[src/design/preload_pkg.sv]
/*
  Constants, register map and shared types of the macrocell preload scan
  and security block. Assumes an APB slave with 32-bit data and byte
  addresses, and a single clock pclk at 40 MHz.
*/
// Function
// - Secured device blocks array programming and verify
// - Security cleared only by full bulk erase or by presetn
// - Holds a 64-bit user signature word
// - Signature readable whether secured or not
// - Signature never affects the logic function
// - Bulk erase clears array, architecture, security, signature
// - Preload only while high-voltage pin asserted
// - One chain stage per registered macrocell
// - Each shift clock rising edge shifts one bit
// - Data enters lowest pin, moves upward
// - Old register contents shift out serially
// - Readout ignores output enable conditions
// - Serial low means 0, high means 1
// - Register state appears inverted on output pins
package preload_pkg;

  // ---------------------------------------------------------------
  // Sizes
  // ---------------------------------------------------------------
  localparam int NUM_CELLS = 8;
  localparam int SIG_BITS = 64;
  localparam int ARRAY_DEPTH = 16;
  localparam int WORD_BITS = 32;

  // ---------------------------------------------------------------
  // Register offsets (byte addresses)
  // ---------------------------------------------------------------
  localparam logic [7:0] OFS_CTRL = 8'h00;
  localparam logic [7:0] OFS_STATUS = 8'h04;
  localparam logic [7:0] OFS_ARCH = 8'h08;
  localparam logic [7:0] OFS_SIG_LO = 8'h0c;
  localparam logic [7:0] OFS_SIG_HI = 8'h10;
  localparam logic [7:0] OFS_ARR_ADDR = 8'h14;
  localparam logic [7:0] OFS_ARR_DATA = 8'h18;

  // ---------------------------------------------------------------
  // Field positions
  // ---------------------------------------------------------------
  localparam int CTRL_ERASE_BIT = 0;
  localparam int CTRL_SECURE_BIT = 1;
  localparam int STAT_SECURED_BIT = 0;
  localparam int STAT_PRELOAD_BIT = 1;
  localparam int STAT_ERASING_BIT = 2;
  localparam int ARCH_REG_LSB = 0;
  localparam int ARCH_POL_LSB = 8;

  // Synchroniser lanes for pin inputs
  localparam int SY_MODE = 0;
  localparam int SY_SIN = 1;
  localparam int SY_SCLK = 2;
  localparam int SY_FCLK = 3;
  localparam int SY_OEN = 4;
  localparam int SY_LANES = 5;

  // ---------------------------------------------------------------
  // Reset values
  // ---------------------------------------------------------------
  localparam logic [NUM_CELLS-1:0] REG_MASK_RST = 8'h00;
  localparam logic [NUM_CELLS-1:0] POL_RST = 8'h00;
  localparam logic [SIG_BITS-1:0] SIG_RST = 64'h0;
  localparam logic [NUM_CELLS-1:0] CELL_RST = 8'h00;

  // ---------------------------------------------------------------
  // Types
  // ---------------------------------------------------------------
  typedef struct packed {
    logic [NUM_CELLS-1:0] polarity;
    logic [NUM_CELLS-1:0] registered;
  } arch_s;

  typedef enum logic [1:0] {
    ER_IDLE = 2'b00,
    ER_WALK = 2'b01
  } erase_e;

endpackage : preload_pkg

[src/design/array_mem.sv]
/*
  Small logic array store with one write port and a registered read.
  Assumes writer and reader share one clock.
*/
`timescale 1ns/1ps
`default_nettype none
module array_mem #(
  parameter int WIDTH = 32,
  parameter int DEPTH = 16,
  parameter int AW = $clog2(DEPTH)
) (
  input wire logic clk, // Clock
  input wire logic rst_n, // Async reset, low
  input wire logic we, // Write strobe
  input wire logic [AW-1:0] waddr, // Write address
  input wire logic [WIDTH-1:0] wdata, // Write data
  input wire logic [AW-1:0] raddr, // Read address
  output logic [WIDTH-1:0] rdata // Registered read data
);

  logic [WIDTH-1:0] mem_r [DEPTH];

  if (DEPTH < 2 || (1 << AW) != DEPTH) begin : g_bad_depth
    $error("array_mem: DEPTH must be a power of two");
  end

  always_ff @(posedge clk) begin
    if (we) begin
      mem_r[waddr] <= wdata;
    end
  end

  always_ff @(posedge clk or negedge rst_n) begin
    if (!rst_n) begin
      rdata <= '0;
    end else begin
      rdata <= mem_r[raddr];
    end
  end

endmodule : array_mem
`default_nettype wire

[src/design/preload_security.sv]
/*
  Macrocell register preload chain, security cell, user signature and
  bulk erase, with an APB register slave. Assumes all pins arrive
  asynchronous to pclk; the shift and function clocks are sampled, so
  their pulses must be well wider than two pclk periods.
*/
`timescale 1ns/1ps
`default_nettype none
module preload_security #(
  parameter int DEPTH = preload_pkg::ARRAY_DEPTH
) (
  input wire logic pclk, // APB clock, 40 MHz
  input wire logic presetn, // Async reset, low
  input wire logic psel, // APB select
  input wire logic penable, // APB enable
  input wire logic pwrite, // APB direction
  input wire logic [7:0] paddr, // APB byte address
  input wire logic [31:0] pwdata, // APB write data
  output logic [31:0] prdata, // APB read data
  output logic pready, // APB ready
  output logic pslverr, // APB error
  input wire logic preload_mode_hv_pin, // Preload entry pin
  input wire logic serial_preload_in, // Serial data in
  input wire logic preload_shift_clock, // Shift clock pin
  input wire logic func_clock_pin, // Normal register clock pin
  input wire logic output_enable_n_pin, // Common output enable, low
  input wire logic [preload_pkg::NUM_CELLS-1:0] mc_logic_in, // Sum terms
  output logic serial_preload_out_o, // Open drain level, always 0
  output logic serial_preload_out_oe, // Open drain enable
  output logic [preload_pkg::NUM_CELLS-1:0] mc_pin_o, // Cell pin level
  output logic [preload_pkg::NUM_CELLS-1:0] mc_pin_oe // Cell pin enable
);

  localparam int N = preload_pkg::NUM_CELLS;
  localparam int AW = $clog2(DEPTH);
  localparam int W = preload_pkg::WORD_BITS;

  if (DEPTH < 2 || (1 << AW) != DEPTH) begin : g_bad_depth
    $error("preload_security: DEPTH must be a power of two");
  end

  // ---------------------------------------------------------------
  // Pin synchronisers
  // ---------------------------------------------------------------
  logic [preload_pkg::SY_LANES-1:0] pins;
  logic [preload_pkg::SY_LANES-1:0] sync1_r;
  logic [preload_pkg::SY_LANES-1:0] sync2_r;
  logic [preload_pkg::SY_LANES-1:0] sync3_r;

  assign pins = {output_enable_n_pin, func_clock_pin, preload_shift_clock,
                 serial_preload_in, preload_mode_hv_pin};

  always_ff @(posedge pclk or negedge presetn) begin
    if (!presetn) begin
      sync1_r <= '0;
      sync2_r <= '0;
      sync3_r <= '0;
    end else begin
      sync1_r <= pins;
      sync2_r <= sync1_r;
      sync3_r <= sync2_r;
    end
  end

  wire preload_active = sync2_r[preload_pkg::SY_MODE];
  wire sclk_rise = sync2_r[preload_pkg::SY_SCLK] &
                   ~sync3_r[preload_pkg::SY_SCLK];
  wire fclk_rise = sync2_r[preload_pkg::SY_FCLK] &
                   ~sync3_r[preload_pkg::SY_FCLK];
  wire shift_edge = preload_active & sclk_rise;
  wire func_edge = ~preload_active & fclk_rise;
  wire sin_bit = sync2_r[preload_pkg::SY_SIN];
  wire oe_pin_n = sync2_r[preload_pkg::SY_OEN];

  // ---------------------------------------------------------------
  // Programmable state
  // ---------------------------------------------------------------
  preload_pkg::arch_s arch_r;
  preload_pkg::arch_s arch_nxt;
  logic [preload_pkg::SIG_BITS-1:0] sig_r;
  logic [preload_pkg::SIG_BITS-1:0] sig_nxt;
  logic secured_r;
  logic secured_nxt;
  logic [AW-1:0] arr_addr_r;
  logic [AW-1:0] arr_addr_nxt;
  preload_pkg::erase_e er_state_r;
  preload_pkg::erase_e er_state_nxt;
  logic [AW-1:0] er_addr_r;
  logic [AW-1:0] er_addr_nxt;

  // ---------------------------------------------------------------
  // APB decode
  // ---------------------------------------------------------------
  wire access = psel & penable;
  wire take = access & ~pready; // Answer cycle being prepared
  wire wr_fire = access & pwrite & pready;
  wire hit_ctrl = paddr == preload_pkg::OFS_CTRL;
  wire hit_status = paddr == preload_pkg::OFS_STATUS;
  wire hit_arch = paddr == preload_pkg::OFS_ARCH;
  wire hit_sig_lo = paddr == preload_pkg::OFS_SIG_LO;
  wire hit_sig_hi = paddr == preload_pkg::OFS_SIG_HI;
  wire hit_addr = paddr == preload_pkg::OFS_ARR_ADDR;
  wire hit_data = paddr == preload_pkg::OFS_ARR_DATA;
  wire mapped = hit_ctrl | hit_status | hit_arch | hit_sig_lo |
                hit_sig_hi | hit_addr | hit_data;
  wire erasing = er_state_r == preload_pkg::ER_WALK;
  wire prog_ok = ~secured_r & ~erasing;
  wire erase_go = wr_fire & hit_ctrl & ~erasing &
                  pwdata[preload_pkg::CTRL_ERASE_BIT];
  wire secure_go = wr_fire & hit_ctrl & prog_ok & ~erase_go &
                   pwdata[preload_pkg::CTRL_SECURE_BIT];
  wire arch_wr = wr_fire & hit_arch & prog_ok;
  wire sig_lo_wr = wr_fire & hit_sig_lo & prog_ok;
  wire sig_hi_wr = wr_fire & hit_sig_hi & prog_ok;
  wire addr_wr = wr_fire & hit_addr;
  wire data_wr = wr_fire & hit_data & prog_ok;
  wire er_last = erasing & (er_addr_r == AW'(DEPTH - 1));

  // ---------------------------------------------------------------
  // Array store and bulk erase walk
  // ---------------------------------------------------------------
  logic [W-1:0] mem_rdata;
  wire mem_we = erasing | data_wr;
  wire [AW-1:0] mem_waddr = erasing ? er_addr_r : arr_addr_r;
  wire [W-1:0] mem_wdata = erasing ? '0 : pwdata;

  array_mem #(.WIDTH(W), .DEPTH(DEPTH), .AW(AW)) u_array (
    .clk(pclk),
    .rst_n(presetn),
    .we(mem_we),
    .waddr(mem_waddr),
    .wdata(mem_wdata),
    .raddr(arr_addr_r),
    .rdata(mem_rdata)
  );

  always_comb begin
    er_state_nxt = er_state_r;
    er_addr_nxt = er_addr_r;
    unique case (er_state_r)
      preload_pkg::ER_IDLE: begin
        if (erase_go) begin
          er_state_nxt = preload_pkg::ER_WALK;
          er_addr_nxt = '0;
        end
      end
      preload_pkg::ER_WALK: begin
        er_addr_nxt = er_addr_r + AW'(1);
        if (er_last) begin
          er_state_nxt = preload_pkg::ER_IDLE;
        end
      end
      default: begin
        er_state_nxt = preload_pkg::ER_IDLE;
      end
    endcase
  end

  // ---------------------------------------------------------------
  // Configuration, signature and security next values
  // ---------------------------------------------------------------
  always_comb begin
    arch_nxt = arch_r;
    sig_nxt = sig_r;
    secured_nxt = secured_r;
    arr_addr_nxt = arr_addr_r;
    if (erase_go) begin
      arch_nxt.registered = preload_pkg::REG_MASK_RST;
      arch_nxt.polarity = preload_pkg::POL_RST;
      sig_nxt = preload_pkg::SIG_RST;
    end
    if (arch_wr) begin
      arch_nxt.registered = pwdata[preload_pkg::ARCH_REG_LSB +: N];
      arch_nxt.polarity = pwdata[preload_pkg::ARCH_POL_LSB +: N];
    end
    if (sig_lo_wr) begin
      sig_nxt[W-1:0] = pwdata;
    end
    if (sig_hi_wr) begin
      sig_nxt[2*W-1:W] = pwdata;
    end
    if (addr_wr) begin
      arr_addr_nxt = pwdata[AW-1:0];
    end
    if (secure_go) begin
      secured_nxt = 1'b1;
    end
    if (er_last) begin
      secured_nxt = 1'b0;
    end
  end

  always_ff @(posedge pclk or negedge presetn) begin
    if (!presetn) begin
      arch_r <= '{polarity: preload_pkg::POL_RST,
                  registered: preload_pkg::REG_MASK_RST};
      sig_r <= preload_pkg::SIG_RST;
      secured_r <= 1'b0;
      arr_addr_r <= '0;
      er_state_r <= preload_pkg::ER_IDLE;
      er_addr_r <= '0;
    end else begin
      arch_r <= arch_nxt;
      sig_r <= sig_nxt;
      secured_r <= secured_nxt;
      arr_addr_r <= arr_addr_nxt;
      er_state_r <= er_state_nxt;
      er_addr_r <= er_addr_nxt;
    end
  end

  // ---------------------------------------------------------------
  // Read mux and APB answer
  // ---------------------------------------------------------------
  logic [W-1:0] status_word;
  logic [W-1:0] arch_word;
  logic [W-1:0] rd_word;

  always_comb begin
    status_word = '0;
    status_word[preload_pkg::STAT_SECURED_BIT] = secured_r;
    status_word[preload_pkg::STAT_PRELOAD_BIT] = preload_active;
    status_word[preload_pkg::STAT_ERASING_BIT] = erasing;
    arch_word = '0;
    arch_word[preload_pkg::ARCH_REG_LSB +: N] = arch_r.registered;
    arch_word[preload_pkg::ARCH_POL_LSB +: N] = arch_r.polarity;
  end

  assign rd_word =
    hit_status ? status_word :
    hit_arch ? (secured_r ? '0 : arch_word) :
    hit_sig_lo ? sig_r[W-1:0] :
    hit_sig_hi ? sig_r[2*W-1:W] :
    hit_addr ? W'(arr_addr_r) :
    hit_data ? (secured_r ? '0 : mem_rdata) :
    '0;

  always_ff @(posedge pclk or negedge presetn) begin
    if (!presetn) begin
      pready <= 1'b0;
      pslverr <= 1'b0;
      prdata <= '0;
    end else begin
      pready <= take;
      pslverr <= take & ~mapped;
      if (take) begin
        prdata <= pwrite ? '0 : rd_word;
      end
    end
  end

  // ---------------------------------------------------------------
  // Macrocell registers and preload chain
  // ---------------------------------------------------------------
  logic [N-1:0] cell_q_r;
  logic [N-1:0] cell_q_nxt;
  logic [N-1:0] shift_q;
  logic shift_carry;
  logic [N-1:0] func_d;

  // Polarity acts ahead of the register; signature plays no part
  assign func_d = mc_logic_in ^ arch_r.polarity;

  always_comb begin
    shift_q = cell_q_r;
    shift_carry = sin_bit;
    for (int i = 0; i < N; i++) begin
      if (arch_r.registered[i]) begin
        shift_q[i] = shift_carry;
        shift_carry = cell_q_r[i];
      end
    end
  end

  always_comb begin
    cell_q_nxt = cell_q_r;
    if (shift_edge) begin
      cell_q_nxt = shift_q;
    end else if (func_edge) begin
      cell_q_nxt = (arch_r.registered & func_d) |
                   (~arch_r.registered & cell_q_r);
    end
  end

  always_ff @(posedge pclk or negedge presetn) begin
    if (!presetn) begin
      cell_q_r <= preload_pkg::CELL_RST;
    end else begin
      cell_q_r <= cell_q_nxt;
    end
  end

  // ---------------------------------------------------------------
  // Pin drivers
  // ---------------------------------------------------------------
  // Highest registered cell drives the open drain; no OE gating
  wire sdo_low = preload_active & (|arch_r.registered) &
                 ~shift_carry;
  wire [N-1:0] pin_nxt = (arch_r.registered & ~cell_q_r) |
                         (~arch_r.registered & func_d);
  wire [N-1:0] pin_oe_nxt = (arch_r.registered & {N{~oe_pin_n}}) |
                            ~arch_r.registered;

  always_ff @(posedge pclk or negedge presetn) begin
    if (!presetn) begin
      serial_preload_out_o <= 1'b0;
      serial_preload_out_oe <= 1'b0;
      mc_pin_o <= '0;
      mc_pin_oe <= '0;
    end else begin
      serial_preload_out_o <= 1'b0;
      serial_preload_out_oe <= sdo_low;
      mc_pin_o <= pin_nxt;
      mc_pin_oe <= pin_oe_nxt;
    end
  end

endmodule : preload_security
`default_nettype wire

[config.mk]
export PLATFORM = sky130hd
export DESIGN_NAME = preload_security
export DESIGN_NICKNAME = d
export VERILOG_FILES = /design/src/design/preload_pkg.sv /design/src/design/array_mem.sv /design/src/design/preload_security.sv
export SDC_FILE = /design/constraint.sdc
export NUM_CORES = 1
export LEC_CHECK = 0
export CORE_MARGIN = 2
export CORE_UTILIZATION = 30
export DETAILED_ROUTE_END_ITERATION = 10
export DONT_BUFFER_PORTS = 1
export MAX_ROUTING_LAYER = met4
export SYNTH_ARGS = -nofsm -noshare
export SYNTH_HDL_FRONTEND = slang
export SYNTH_HIERARCHICAL = 1
export SYNTH_SLANG_ARGS = --single-unit
[constraint.sdc]
create_clock -name pclk -period 8.75 [get_ports pclk]
set_input_delay 1.3125 -clock pclk [delete_from_list [all_inputs] [get_ports pclk]]
set_output_delay 1.3125 -clock pclk [all_outputs]
set_load 0.03 [all_outputs]
==> out/metrics.cfg, run 1 <==
[run_status]
status = finished, final reports clean

[global_routing]
grt_usage_pct = 14.3
overflow = 0
antenna_found_initial = 0
grt_pass1_wl_um = 98300
first_global_vias = 14900
grt_start_max_net_pins = 194

[critical_path]
crit_path_top_delay_cell = nor2_4
cp.required_ns = 8.96
worst-path-max-fanout = 32
end_kind = flop
cp-start-kind = input port
crit_chain = or4b_1, nor2_1, a31o_2, or3b_2, nor2_4
crit_arrival_ns = 4.06
crit_type = in2reg
critPathMaxStageDelay_ns = 0.91

[clock_network]
cts_htree_levels = 3
insertion_delay_ns = 0.61
post-cts-setup-buffers = 0
clock-root-buffer = clkbuf_16
cts.repair.resized = 0
path_clk_slew_ns = 0.06
cts.path.max_buffers = 3
cts.sinks = 705
cts_hold_buf = 0
cts_buffers = 71
cts_tree = done

[placement]
gp_congestion = 0.822
port_buffers = 0
hpwl_um = 40000

[timing]
fin_tns_setup_ns = 0
finalClockSkew_ns = 0.0241
period_minus_slack_ns = 3.85
whs_ns = 0.347
rsz0062_at_grt = no
worstMarginPinSlew_ns = 1.32
drv_slew = 0
slew_headroom_pct = 11.8
setup_violations = 0
period_share_pct = 44.0
hold_violations = 0
max_freq_mhz = 260

[routing]
routed_via_density = 5.18
wl_met2_um = 32000
vias = 14300
drc_errors = 0
wl_met1_um = 27500
ant_nets = 0
drt_iter0_drc = 1267
route.met3.wl_um = 4370
routed.top_layer = met4
wl_um = 65200
wl_per_cell_um = 23.6
dr.pass1.iters = 6

[power]
power.total_w = 0.00660
p_leak_nw = 10.4
p_per_area_nw_per_um2 = 212
worst_ir_drop_vdd_uv = 137

[synth]
yosys-top-cells-area = edfxtp_1 56%, dfrtp_1 18%, mux4_2 10%
synth-async-reset-ratio_pct = 27.4
syn_nets = 1588
synth_area_leader_cell = edfxtp_1
syn-mean-instance-area_sq_um = 18.0
ys_types = 63
synth-edff-count = 512
yosys_register_bits = 705
ys_seq_area_share_pct = 73.6
synth_top_area_share_pct = 56.0
syn_inst = 1529
ys.flop_type = edfxtp_1
yosys_warnings = 6
syn_area_sq_um = 27500

[die]
ioPinCount = 110
core_sq_um = 90400
die_area_sq_um = 94000
die_w_um = 307
die_h_um = 307
rows = 110
initial_core_util_pct = 30.4

[layout]
fin_nets = 1587
syn_to_final_growth_pct = 13.1
drive_gt1_share_pct = 19.2
final_core_utilization_pct = 34.4

[flow_run]
maxCapViolCount = 0

[hold_path]
hold_class = reg2reg

-- worst paths after layout --
path	start	cells after the start	end	slack [ns]
worst max-delay path	paddr[7]	5	u_array/mem_r[2][22]$_DFFE_PP_	4.90
worst min-delay path	sync1_r[4]$_DFF_PN0_	0	sync2_r[4]$_DFF_PN0_	0.35
worst max register to register	pready$_DFF_PN0_	5	u_array/mem_r[2][22]$_DFFE_PP_	5.29
worst min register to register	sync1_r[4]$_DFF_PN0_	0	sync2_r[4]$_DFF_PN0_	0.35
max in group asynchronous	presetn	0	sig_r[23]$_DFFE_PN0P_	8.06
min in group asynchronous	presetn	0	asynchronous set/reset pin	0.40
-- report_power, final --
group	switching (W)	internal, W
combinational	0.0000729	0.0000273
sequential	0.0000155	0.00360
clock	0.00122	0.00167
-- per-stage QoR --
| stage | instance area [sq um] | setup slack [ns] | cells |
|---|---|---|---|
| 4_1_cts | 31100 | 4.95 | 2763 |
| 3_3_place_gp | 28800 | 4.32 | 2631 |
| 5_1_grt | 31100 | 4.85 | 2763 |
| 6_report | 31100 | 4.90 | 2765 |
| 2_1_floorplan | 27500 | 3.23 | 1529 |
| 3_5_place_dp | 28800 | 4.32 | 2631 |
-- cell usage after synthesis, drive strengths merged, types with 3 or more instances --
| cell type | count |
|---|---|
| dfrtp | 193 |
| clkbuf | 56 |
| nand2b | 21 |
| a22o | 102 |
| inv | 6 |
| o22ai | 3 |
| nand3b | 5 |
| nand2 | 96 |
| mux2 | 13 |
| nor2b | 38 |
| a311oi | 3 |
| a22oi | 107 |
| or3b | 3 |
| o21a | 4 |
| and2 | 3 |
| a41oi | 3 |
| a21o | 12 |
| a31oi | 5 |
| nor2 | 37 |
| a32o | 4 |
| nand4 | 3 |
| a21oi | 14 |
| edfxtp | 512 |
| or2 | 4 |
| mux4 | 128 |
| nor4 | 3 |
| nand3 | 8 |
| nor3 | 14 |
| o21ai | 46 |
| buf | 47 |
| xor2 | 9 |
-- cell families (layout without fill, tap and decap cells) --
logic type / after synthesis / in the layout / synth area share (%)
multiplexers: 142 / 142 / 11.1
AND/OR/NAND/NOR: 245 / 245 / 4.55
buffers and inverters: 110 / 168 / 1.84
other: 1 / 3 / 0.0137
AO/OA/AOI/OAI: 316 / 316 / 8.64
flip-flops: 705 / 705 / 73.6
XOR/XNOR: 9 / 9 / 0.287
adder cells (fa/ha/maj): 1 / 1 / 0.0455
-- cells in the final DEF, fill, tap and decap left out, types with 6 or more instances in the layout --
| cell | netlist | routed |
|---|---|---|
| edfxtp_1 | 512 | 512 |
| dfrtp_1 | 193 | 190 |
| mux4_2 | 128 | 128 |
| a22oi_1 | 107 | 107 |
| a22o_1 | 102 | 102 |
| nand2_1 | 96 | 96 |
| clkbuf_16 | 0 | 75 |
| o21ai_0 | 38 | 38 |
| nor2b_1 | 38 | 36 |
| buf_4 | 12 | 29 |
| nor2_1 | 37 | 23 |
| clkbuf_1 | 54 | 22 |
| nand2b_1 | 21 | 21 |
| clkinv_1 | 1 | 15 |
| a21oi_1 | 14 | 13 |
| mux2_2 | 13 | 13 |
| nor2_4 | 0 | 13 |
| a21o_1 | 12 | 12 |
| clkinv_2 | 0 | 10 |
| xor2_1 | 9 | 9 |
| nor3_1 | 12 | 8 |
| nand3_1 | 8 | 8 |
| o21ai_1 | 7 | 7 |
| inv_1 | 6 | 6 |
-- cell type report --
| class | instances | area, sq um |
|---|---|---|
| repair buffers | 29 | 218 |
| diodes | 2 | 5.00 |
| flip-flops and latches | 705 | 20200 |
| multi-input cells | 714 | 6920 |
| fillers | 8383 | 59400 |
| clock buffers | 101 | 2010 |
| clock inverters | 31 | 205 |
| well taps | 1176 | 1470 |
| inverters | 7 | 26.3 |
-- flip-flops by register name (all words and copies together) (netlist names), 4 cells and up, named ones only --
signal,flops
er_addr_r,4
prdata,32
sig_r,64
mc_pin_o,8
arch_r,16
u_array/mem_r,512
arr_addr_r,4
mc_pin_oe,8
sync1_r,5
u_array/rdata,32
sync2_r,5
-- worst max-delay path: cells and delay by family --
kind / cells / cell delay [ns]
AND/OR/NAND/NOR: 4 / 2.45
AO/OA/AOI/OAI: 1 / 0.26
-- per-layer routing --
metal / vias to the layer above / GRT usage [%]
met1: 7585 / 18.5
met5: - / -
met3: 83 / 2.67
met2: 516 / 22.8
li1: 6129 / -
met4: 0 / 4.49
Note: power is estimated with default switching activity, not from simulation.
==> inputs of run 2 (changes only) <==
Clock period 8.75 ns to 3.5 ns, I/O delays scaled along.
==> run 2 against run 1 <==
  * The flow now finishes with violations (negative hold slack)
  * Die area unchanged
  * Worst hold slack got worse by 0.73 ns
  * Count of clock-buffer cells in the layout decreased by 2
  * Clock skew down 0.0092 ns
  * Final cell count increased by 1.6%
  * Combinational power increased to 2.9 times the previous value
  * Power rose to 2.6 times the previous value
  * First-iteration DRC count increased by 14%
  * Utilization up 0.77 points
  * Non-clock buffer count rose by 42
  * Sequential power grew 150%
  * Cell area up 2.3%
  * Largest cell class unchanged
==> out/metrics.cfg, run 2 (synthesis gave the netlist of run 1 again) <==
[routing]
vias = 14600  ; was 14.3k
drc_errors = 0  ; unchanged
routed_via_density = 5.20  ; was 5.18
dr.pass1.iters = 5  ; was 6
wl_per_cell_um = 23.2  ; was 23.6 um
ant_nets = 0  ; unchanged
wl_um = 65200  ; about the same
drt_iter0_drc = 1448  ; was 1267

[critical_path]
cp.required_ns = 3.78  ; was 8.96 ns
r2r.worst_path.cells = 6  ; was 5
crit_type = reg2reg  ; was in2reg
end_kind = flop  ; unchanged
worst-path-max-fanout = 22  ; was 32
crit_arrival_ns = 3.30  ; was 4.06 ns
cp-start-kind = flop  ; was input port

[layout]
layout_commonest_cell = edfxtp_1  ; unchanged
fin_nets = 1630  ; was 1587
final_cell_mix = 512 x edfxtp_1, 190 x dfrtp_1, 128 x mux4_2, 107 x a22oi_1, 102 x a22o_1  ; unchanged
drive_gt1_share_pct = 21.5  ; was 19.2%
final_core_utilization_pct = 35.1  ; was 34.4%
largest_reg_flops = 512  ; unchanged
largest_register = u_array/mem_r  ; unchanged
fill_cells = 8334  ; was 8383
top_regs = u_array/mem_r: 512 flops, sig_r: 64 flops  ; unchanged
syn_to_final_growth_pct = 15.7  ; was 13.1%
final_cell_area_sq_um = 31800  ; was 31100 sq um

[hold_path]
hold_class = in2async  ; was reg2reg

[power]
p_switching_w = 0.00339  ; was 0.00130 W
internal-power_w = 0.0136  ; was 0.00530 W
clockPowerShare_pct = 45.2  ; was 43.7%
power.total_w = 0.0170  ; was 0.00660 W
combPwrFrac_pct = 1.7  ; was 1.5%
p_leak_nw = 10.7  ; was 10.4 nW
p_per_area_nw_per_um2 = 535  ; was 212 nW/um^2
worst_ir_drop_vdd_uv = 289  ; was 137 uV
seqPwrFrac_pct = 53.1  ; was 54.8%
swShare_pct = 19.9  ; was 19.8%

[die]
initial_core_util_pct = 30.4  ; unchanged
ioPinCount = 110  ; unchanged
die_h_um = 307  ; unchanged
rows = 110  ; unchanged
die_w_um = 307  ; unchanged
die_area_sq_um = 94000  ; unchanged
core_sq_um = 90400  ; unchanged

[global_routing]
grt_util_met1_pct = 19.9  ; was 18.5%
grt_usage_pct = 14.2  ; was 14.3%
use_met3_pct = 2.17  ; was 2.67%
first_global_vias = 14900  ; about the same
grt_pass1_wl_um = 98200  ; was 98300 um
met2_usage_pct = 21.5  ; was 22.8%
antenna_found_initial = 1  ; was 0
overflow = 0  ; unchanged
grt_start_max_net_pins = 194  ; unchanged
top_usage_layer = met2  ; unchanged

[clock_network]
clock-root-buffer = clkbuf_16  ; unchanged
path_clk_slew_ns = 0.06  ; about the same
post-cts-setup-buffers = 0  ; unchanged
cts.path.max_buffers = 3  ; unchanged
cts_hold_buf = 5  ; was 0
cts_tree = done  ; unchanged
cts.sinks = 705  ; unchanged
cts_htree_levels = 3  ; unchanged
insertion_delay_ns = 0.62  ; was 0.61 ns
cts_buffers = 72  ; was 71

[timing]
hold_violations = 193  ; was 0
setup_violations = 0  ; unchanged
period_minus_slack_ns = 3.02
worst_slack_ns = 0.476  ; was 4.90 ns
max_freq_mhz = 331
whs_ns = -0.388  ; was 0.347 ns
drv_slew = 0  ; unchanged
rsz0062_at_grt = no  ; unchanged
slew_headroom_pct = 18.3  ; was 11.8%
period_share_pct = 86.4
finalClockSkew_ns = 0.0150  ; was 0.0241 ns
worstMarginPinSlew_ns = 1.22  ; was 1.32 ns

[run_status]
status = complete, but fails checks  ; was finished, final reports clean
violations = negative hold slack

[placement]
place_area_sq_um = 29300  ; was 28800 sq um
port_buffers = 0  ; unchanged
dp_slack_ns = 0.472  ; was 4.32 ns
gp_congestion = 0.816  ; was 0.822
hpwl_um = 41300  ; was 40000 um

[flow_run]
maxCapViolCount = 0  ; unchanged

[run 2: cell types whose count changed in the layout (fill, tap and decap cells not counted), moves of 3 or more]
cell           before  now
buf_12              0   14
clkinv_8            0    4
clkbuf_1           22   19
dlygate4sd3_1       0    5
clkbuf_8            4    7
bufinv_16           2    7
clkinv_1           15   12
nor3_2              5    1
nor3_4              1    5
buf_4              29   52
[run 2: timing repair]
item                                    CTS  global route
gates resized for setup                   0             0
endpoints found under the setup margin    0             0
hold endpoints to repair                198           193
[run 2: cell type report]
type                    instances  area (sq um)  share of cell area, %
flip-flops and latches        705         20200                   63.6
multi-input cells             714          6940                   21.9
clock buffers                  99          1990                   6.28
well taps                    1176          1470                   4.63
repair buffers                 71           721                   2.27
clock inverters                35           394                   1.24
inverters                       7          26.3                 0.0827
diodes                          3          7.51                 0.0236
[run 2: power groups by stage]
| stage | Clock, W | Sequential, W | Combinational (W) |
|---|---|---|---|
| finish | 0.00769 | 0.00904 | 0.000289 |
| global route | 0.00816 | 0.00903 | 0.000315 |
| CTS | 0.00784 | 0.00904 | 0.000290 |
| detailed placement | 0 | 0.00921 | 0.000284 |
| global placement | 0 | 0.00921 | 0.000272 |
| floorplan | 0 | 0.00920 | 0.000175 |
[run 2: routing by layer]
metal | part of all wire [%] | up-vias
met5 | 0 | -
met1 | 45 | 7793
li1 | - | 6209
met2 | 47 | 542
met3 | 6.9 | 79
met4 | 1.7 | 0
[run 2: critical path, cell delays in order (launching register included)]
cell and delay [ns]:
dfrtp_1 0.59, nand4_1 0.43, nor2_1 0.28, a31o_2 0.30, or3b_2 0.60, nor2_4 0.14, buf_4 0.33
[run 2: final timing paths]
path                                      start                              to  slack, ns
setup / recovery               pready$_DFF_PN0_  u_array/mem_r[1][27]$_DFFE_PP_       0.48
hold / removal                          presetn           arch_r[9]$_DFFE_PN0P_      -0.39
setup reg to reg               pready$_DFF_PN0_  u_array/mem_r[1][27]$_DFFE_PP_       0.48
hold reg to reg            sync1_r[3]$_DFF_PN0_            sync2_r[3]$_DFF_PN0_       0.35
max in group asynchronous               presetn     u_array/rdata[22]$_DFF_PN0_       3.65
min in group pclk                    pwdata[29]           sig_r[29]$_DFFE_PN0P_       0.04
[run 2: metrics by stage]
step           TNS [ns]  cells
6_report              0   2810
5_1_grt               0   2807
4_1_cts               0   2806
3_5_place_dp          0   2667
3_3_place_gp          0   2667
2_1_floorplan    -42.76   1529
==> inputs of run 3 (changes only) <==
Settings changed: CORE_ASPECT_RATIO set to 1.5.
==> run 3 against run 2 <==
  * The flow still finishes with violations (negative hold slack)
  * Power fell by 0.59%
  * Non-clock buffer count up 2
  * Clock skew is 0.018 ns higher
  * Die area about the same
  * Via count decreased by 0.72%
  * Critical path type unchanged
  * Largest cell class unchanged
  * Highest routed layer unchanged
==> out/metrics.cfg, run 3 (synthesis gave the netlist of run 1 again) <==
[run_status]
status = complete, but fails checks  ; unchanged
violations = negative hold slack  ; unchanged

[routing]
drt_iter0_drc = 1347  ; was 1448
ant_nets = 0  ; unchanged
drc_errors = 0  ; unchanged
vias = 14500  ; was 14.6k
routed_via_density = 5.21  ; was 5.20
wl_per_cell_um = 24.5  ; was 23.2 um
wl_um = 68100  ; was 65200 um
dr.pass1.iters = 5  ; unchanged

[die]
ioPinCount = 110  ; unchanged
core_sq_um = 90500  ; was 90400 sq um
die_w_um = 251  ; was 307 um
rows = 135  ; was 110
initial_core_util_pct = 30.3  ; was 30.4%
die_h_um = 375  ; was 307 um
die_area_sq_um = 94000  ; about the same

[critical_path]
crit_type = reg2reg  ; unchanged
worst-path-max-fanout = 19  ; was 22
cp.required_ns = 3.77  ; was 3.78 ns
crit_chain = nand4_1, nor2_1, a31o_2, or3b_2, nor3_4, buf_4  ; was nand4_1, nor2_1, a31o_2, or3b_2, nor2_4, buf_4
end_kind = flop  ; unchanged
crit_arrival_ns = 3.36  ; was 3.30 ns
cp-start-kind = flop  ; unchanged
crit_buf_inv = 1  ; unchanged
crit_family = simple AND/OR/NAND/NOR gates  ; unchanged
critPathMaxStageDelay_ns = 0.61  ; was 0.60 ns
cp_num_cells = 6  ; unchanged
r2r.worst_path.cells = 6  ; unchanged
crit_path_top_delay_cell = dfrtp_1  ; was or3b_2

[layout]
fin_nets = 1627  ; was 1630
final_cell_area_sq_um = 31600  ; was 31800 sq um
syn_to_final_growth_pct = 15.2  ; was 15.7%
n_antenna_cell = 0  ; was 3
drive_gt1_share_pct = 21.7  ; was 21.5%
largest_register = u_array/mem_r  ; unchanged
top_regs = u_array/mem_r: 512 flops, sig_r: 64 flops  ; unchanged
layout_commonest_cell = edfxtp_1  ; unchanged
final_cell_mix = 512 x edfxtp_1, 190 x dfrtp_1, 128 x mux4_2, 107 x a22oi_1, 102 x a22o_1  ; unchanged
largest_reg_flops = 512  ; unchanged

[clock_network]
insertion_delay_ns = 0.62  ; about the same
cts_htree_levels = 3  ; unchanged
clock-root-buffer = clkbuf_16  ; unchanged
cts_tree = done  ; unchanged
post-cts-setup-buffers = 0  ; unchanged
cts_buffers = 67  ; was 72
path_clk_slew_ns = 0.06  ; about the same
cts.sinks = 705  ; unchanged
cts_hold_buf = 5  ; unchanged
cts.repair.resized = 0  ; unchanged
cts.path.max_buffers = 3  ; unchanged

[timing]
worst_slack_ns = 0.411  ; was 0.476 ns
period_share_pct = 88.2  ; was 86.4%
hold_violations = 193  ; unchanged
max_freq_mhz = 324  ; was 331 MHz
rsz0062_at_grt = no  ; unchanged
setup_violations = 0  ; unchanged
slew_headroom_pct = 19.8  ; was 18.3%
finalClockSkew_ns = 0.0326  ; was 0.0150 ns
drv_slew = 0  ; unchanged
period_minus_slack_ns = 3.09  ; was 3.02 ns
worstMarginPinSlew_ns = 1.20  ; was 1.22 ns
whs_ns = -0.393  ; was -0.388 ns

[power]
p_leak_nw = 10.6  ; was 10.7 nW
worst_ir_drop_vdd_uv = 311  ; was 289 uV
p_per_area_nw_per_um2 = 534  ; was 535 nW/um^2
power.total_w = 0.0169  ; was 0.0170 W

[global_routing]
grt_usage_pct = 15.0  ; was 14.2%
grt_start_max_net_pins = 194  ; unchanged
first_global_vias = 15400  ; was 14.9k
overflow = 0  ; unchanged
grt_pass1_wl_um = 103000  ; was 98200 um
antenna_found_initial = 2  ; was 1

[placement]
hpwl_um = 42700  ; was 41300 um
place_area_sq_um = 29300  ; about the same
dp_slack_ns = 0.447  ; was 0.472 ns
gp_congestion = 0.830  ; was 0.816
port_buffers = 0  ; unchanged

[hold_path]
hold_class = in2async  ; unchanged

[flow_run]
maxCapViolCount = 0  ; unchanged

run 3: changes by cell type in the layout (fill, tap and decap cells not counted), moves of 3 or more:
cell	before	now
buf_12	14	11
buf_4	52	57
clkbuf_1	19	13
clkbuf_16	73	70
clkinv_1	12	7
clkinv_8	4	1
diode_2	3	0
nor2b_2	0	3
run 3: report_power, final:
part | internal, W | total, W | switching (W)
Combinational | 0.0000824 | 0.000278 | 0.000196
Sequential | 0.00900 | 0.00903 | 0.0000356
Clock | 0.00450 | 0.00760 | 0.00310
run 3: layout make-up:
cell class / count / area, sq um
tap: 1164 / 1460
fill: 8433 / 58900
sequential: 705 / 20200
timing repair buffer: 73 / 698
clock inverter: 31 / 417
clock buffer: 90 / 1900
multi-input combinational: 714 / 6940
inverter: 7 / 26.3
run 3: per-stage QoR:
step / utilization [%] / setup TNS [ns] / instances
6_report: 35.0 / 0 / 2784
5_1_grt: 35.0 / 0 / 2784
4_1_cts: 35.0 / 0 / 2784
3_5_place_dp: 32.3 / 0 / 2658
3_3_place_gp: 32.3 / 0 / 2658
2_1_floorplan: - / -42.76 / 1529
run 3: routing by layer:
metal | routed length, um | track usage [%]
met5 | 0 | -
met4 | 2130 | 5.67
met1 | 26100 | 17.0
met3 | 4820 | 3.86
met2 | 35100 | 25.5
run 3: worst register-to-register path: cells and delay by family (launching register included):
family	cells	cell delay (ns)
and+or+nand+nor	4	1.52
AOI/OAI and AO/OA	1	0.26
DFF	1	0.61
buffers and inverters	1	0.34
run 3: final timing paths:
| check | start | endpoint | slack, ns |
|---|---|---|---|
| worst max-delay path | pready$_DFF_PN0_ | u_array/mem_r[0][3]$_DFFE_PP_ | 0.41 |
| worst min-delay path | presetn | sig_r[46]$_DFFE_PN0P_ | -0.39 |
| worst max register to register | pready$_DFF_PN0_ | u_array/mem_r[0][3]$_DFFE_PP_ | 0.41 |
| worst min register to register | sync1_r[4]$_DFF_PN0_ | sync2_r[4]$_DFF_PN0_ | 0.35 |
| max in group asynchronous | presetn | prdata[17]$_DFFE_PN0P_ | 3.45 |
| min in group pclk | pwdata[27] | sig_r[27]$_DFFE_PN0P_ | 0.05 |
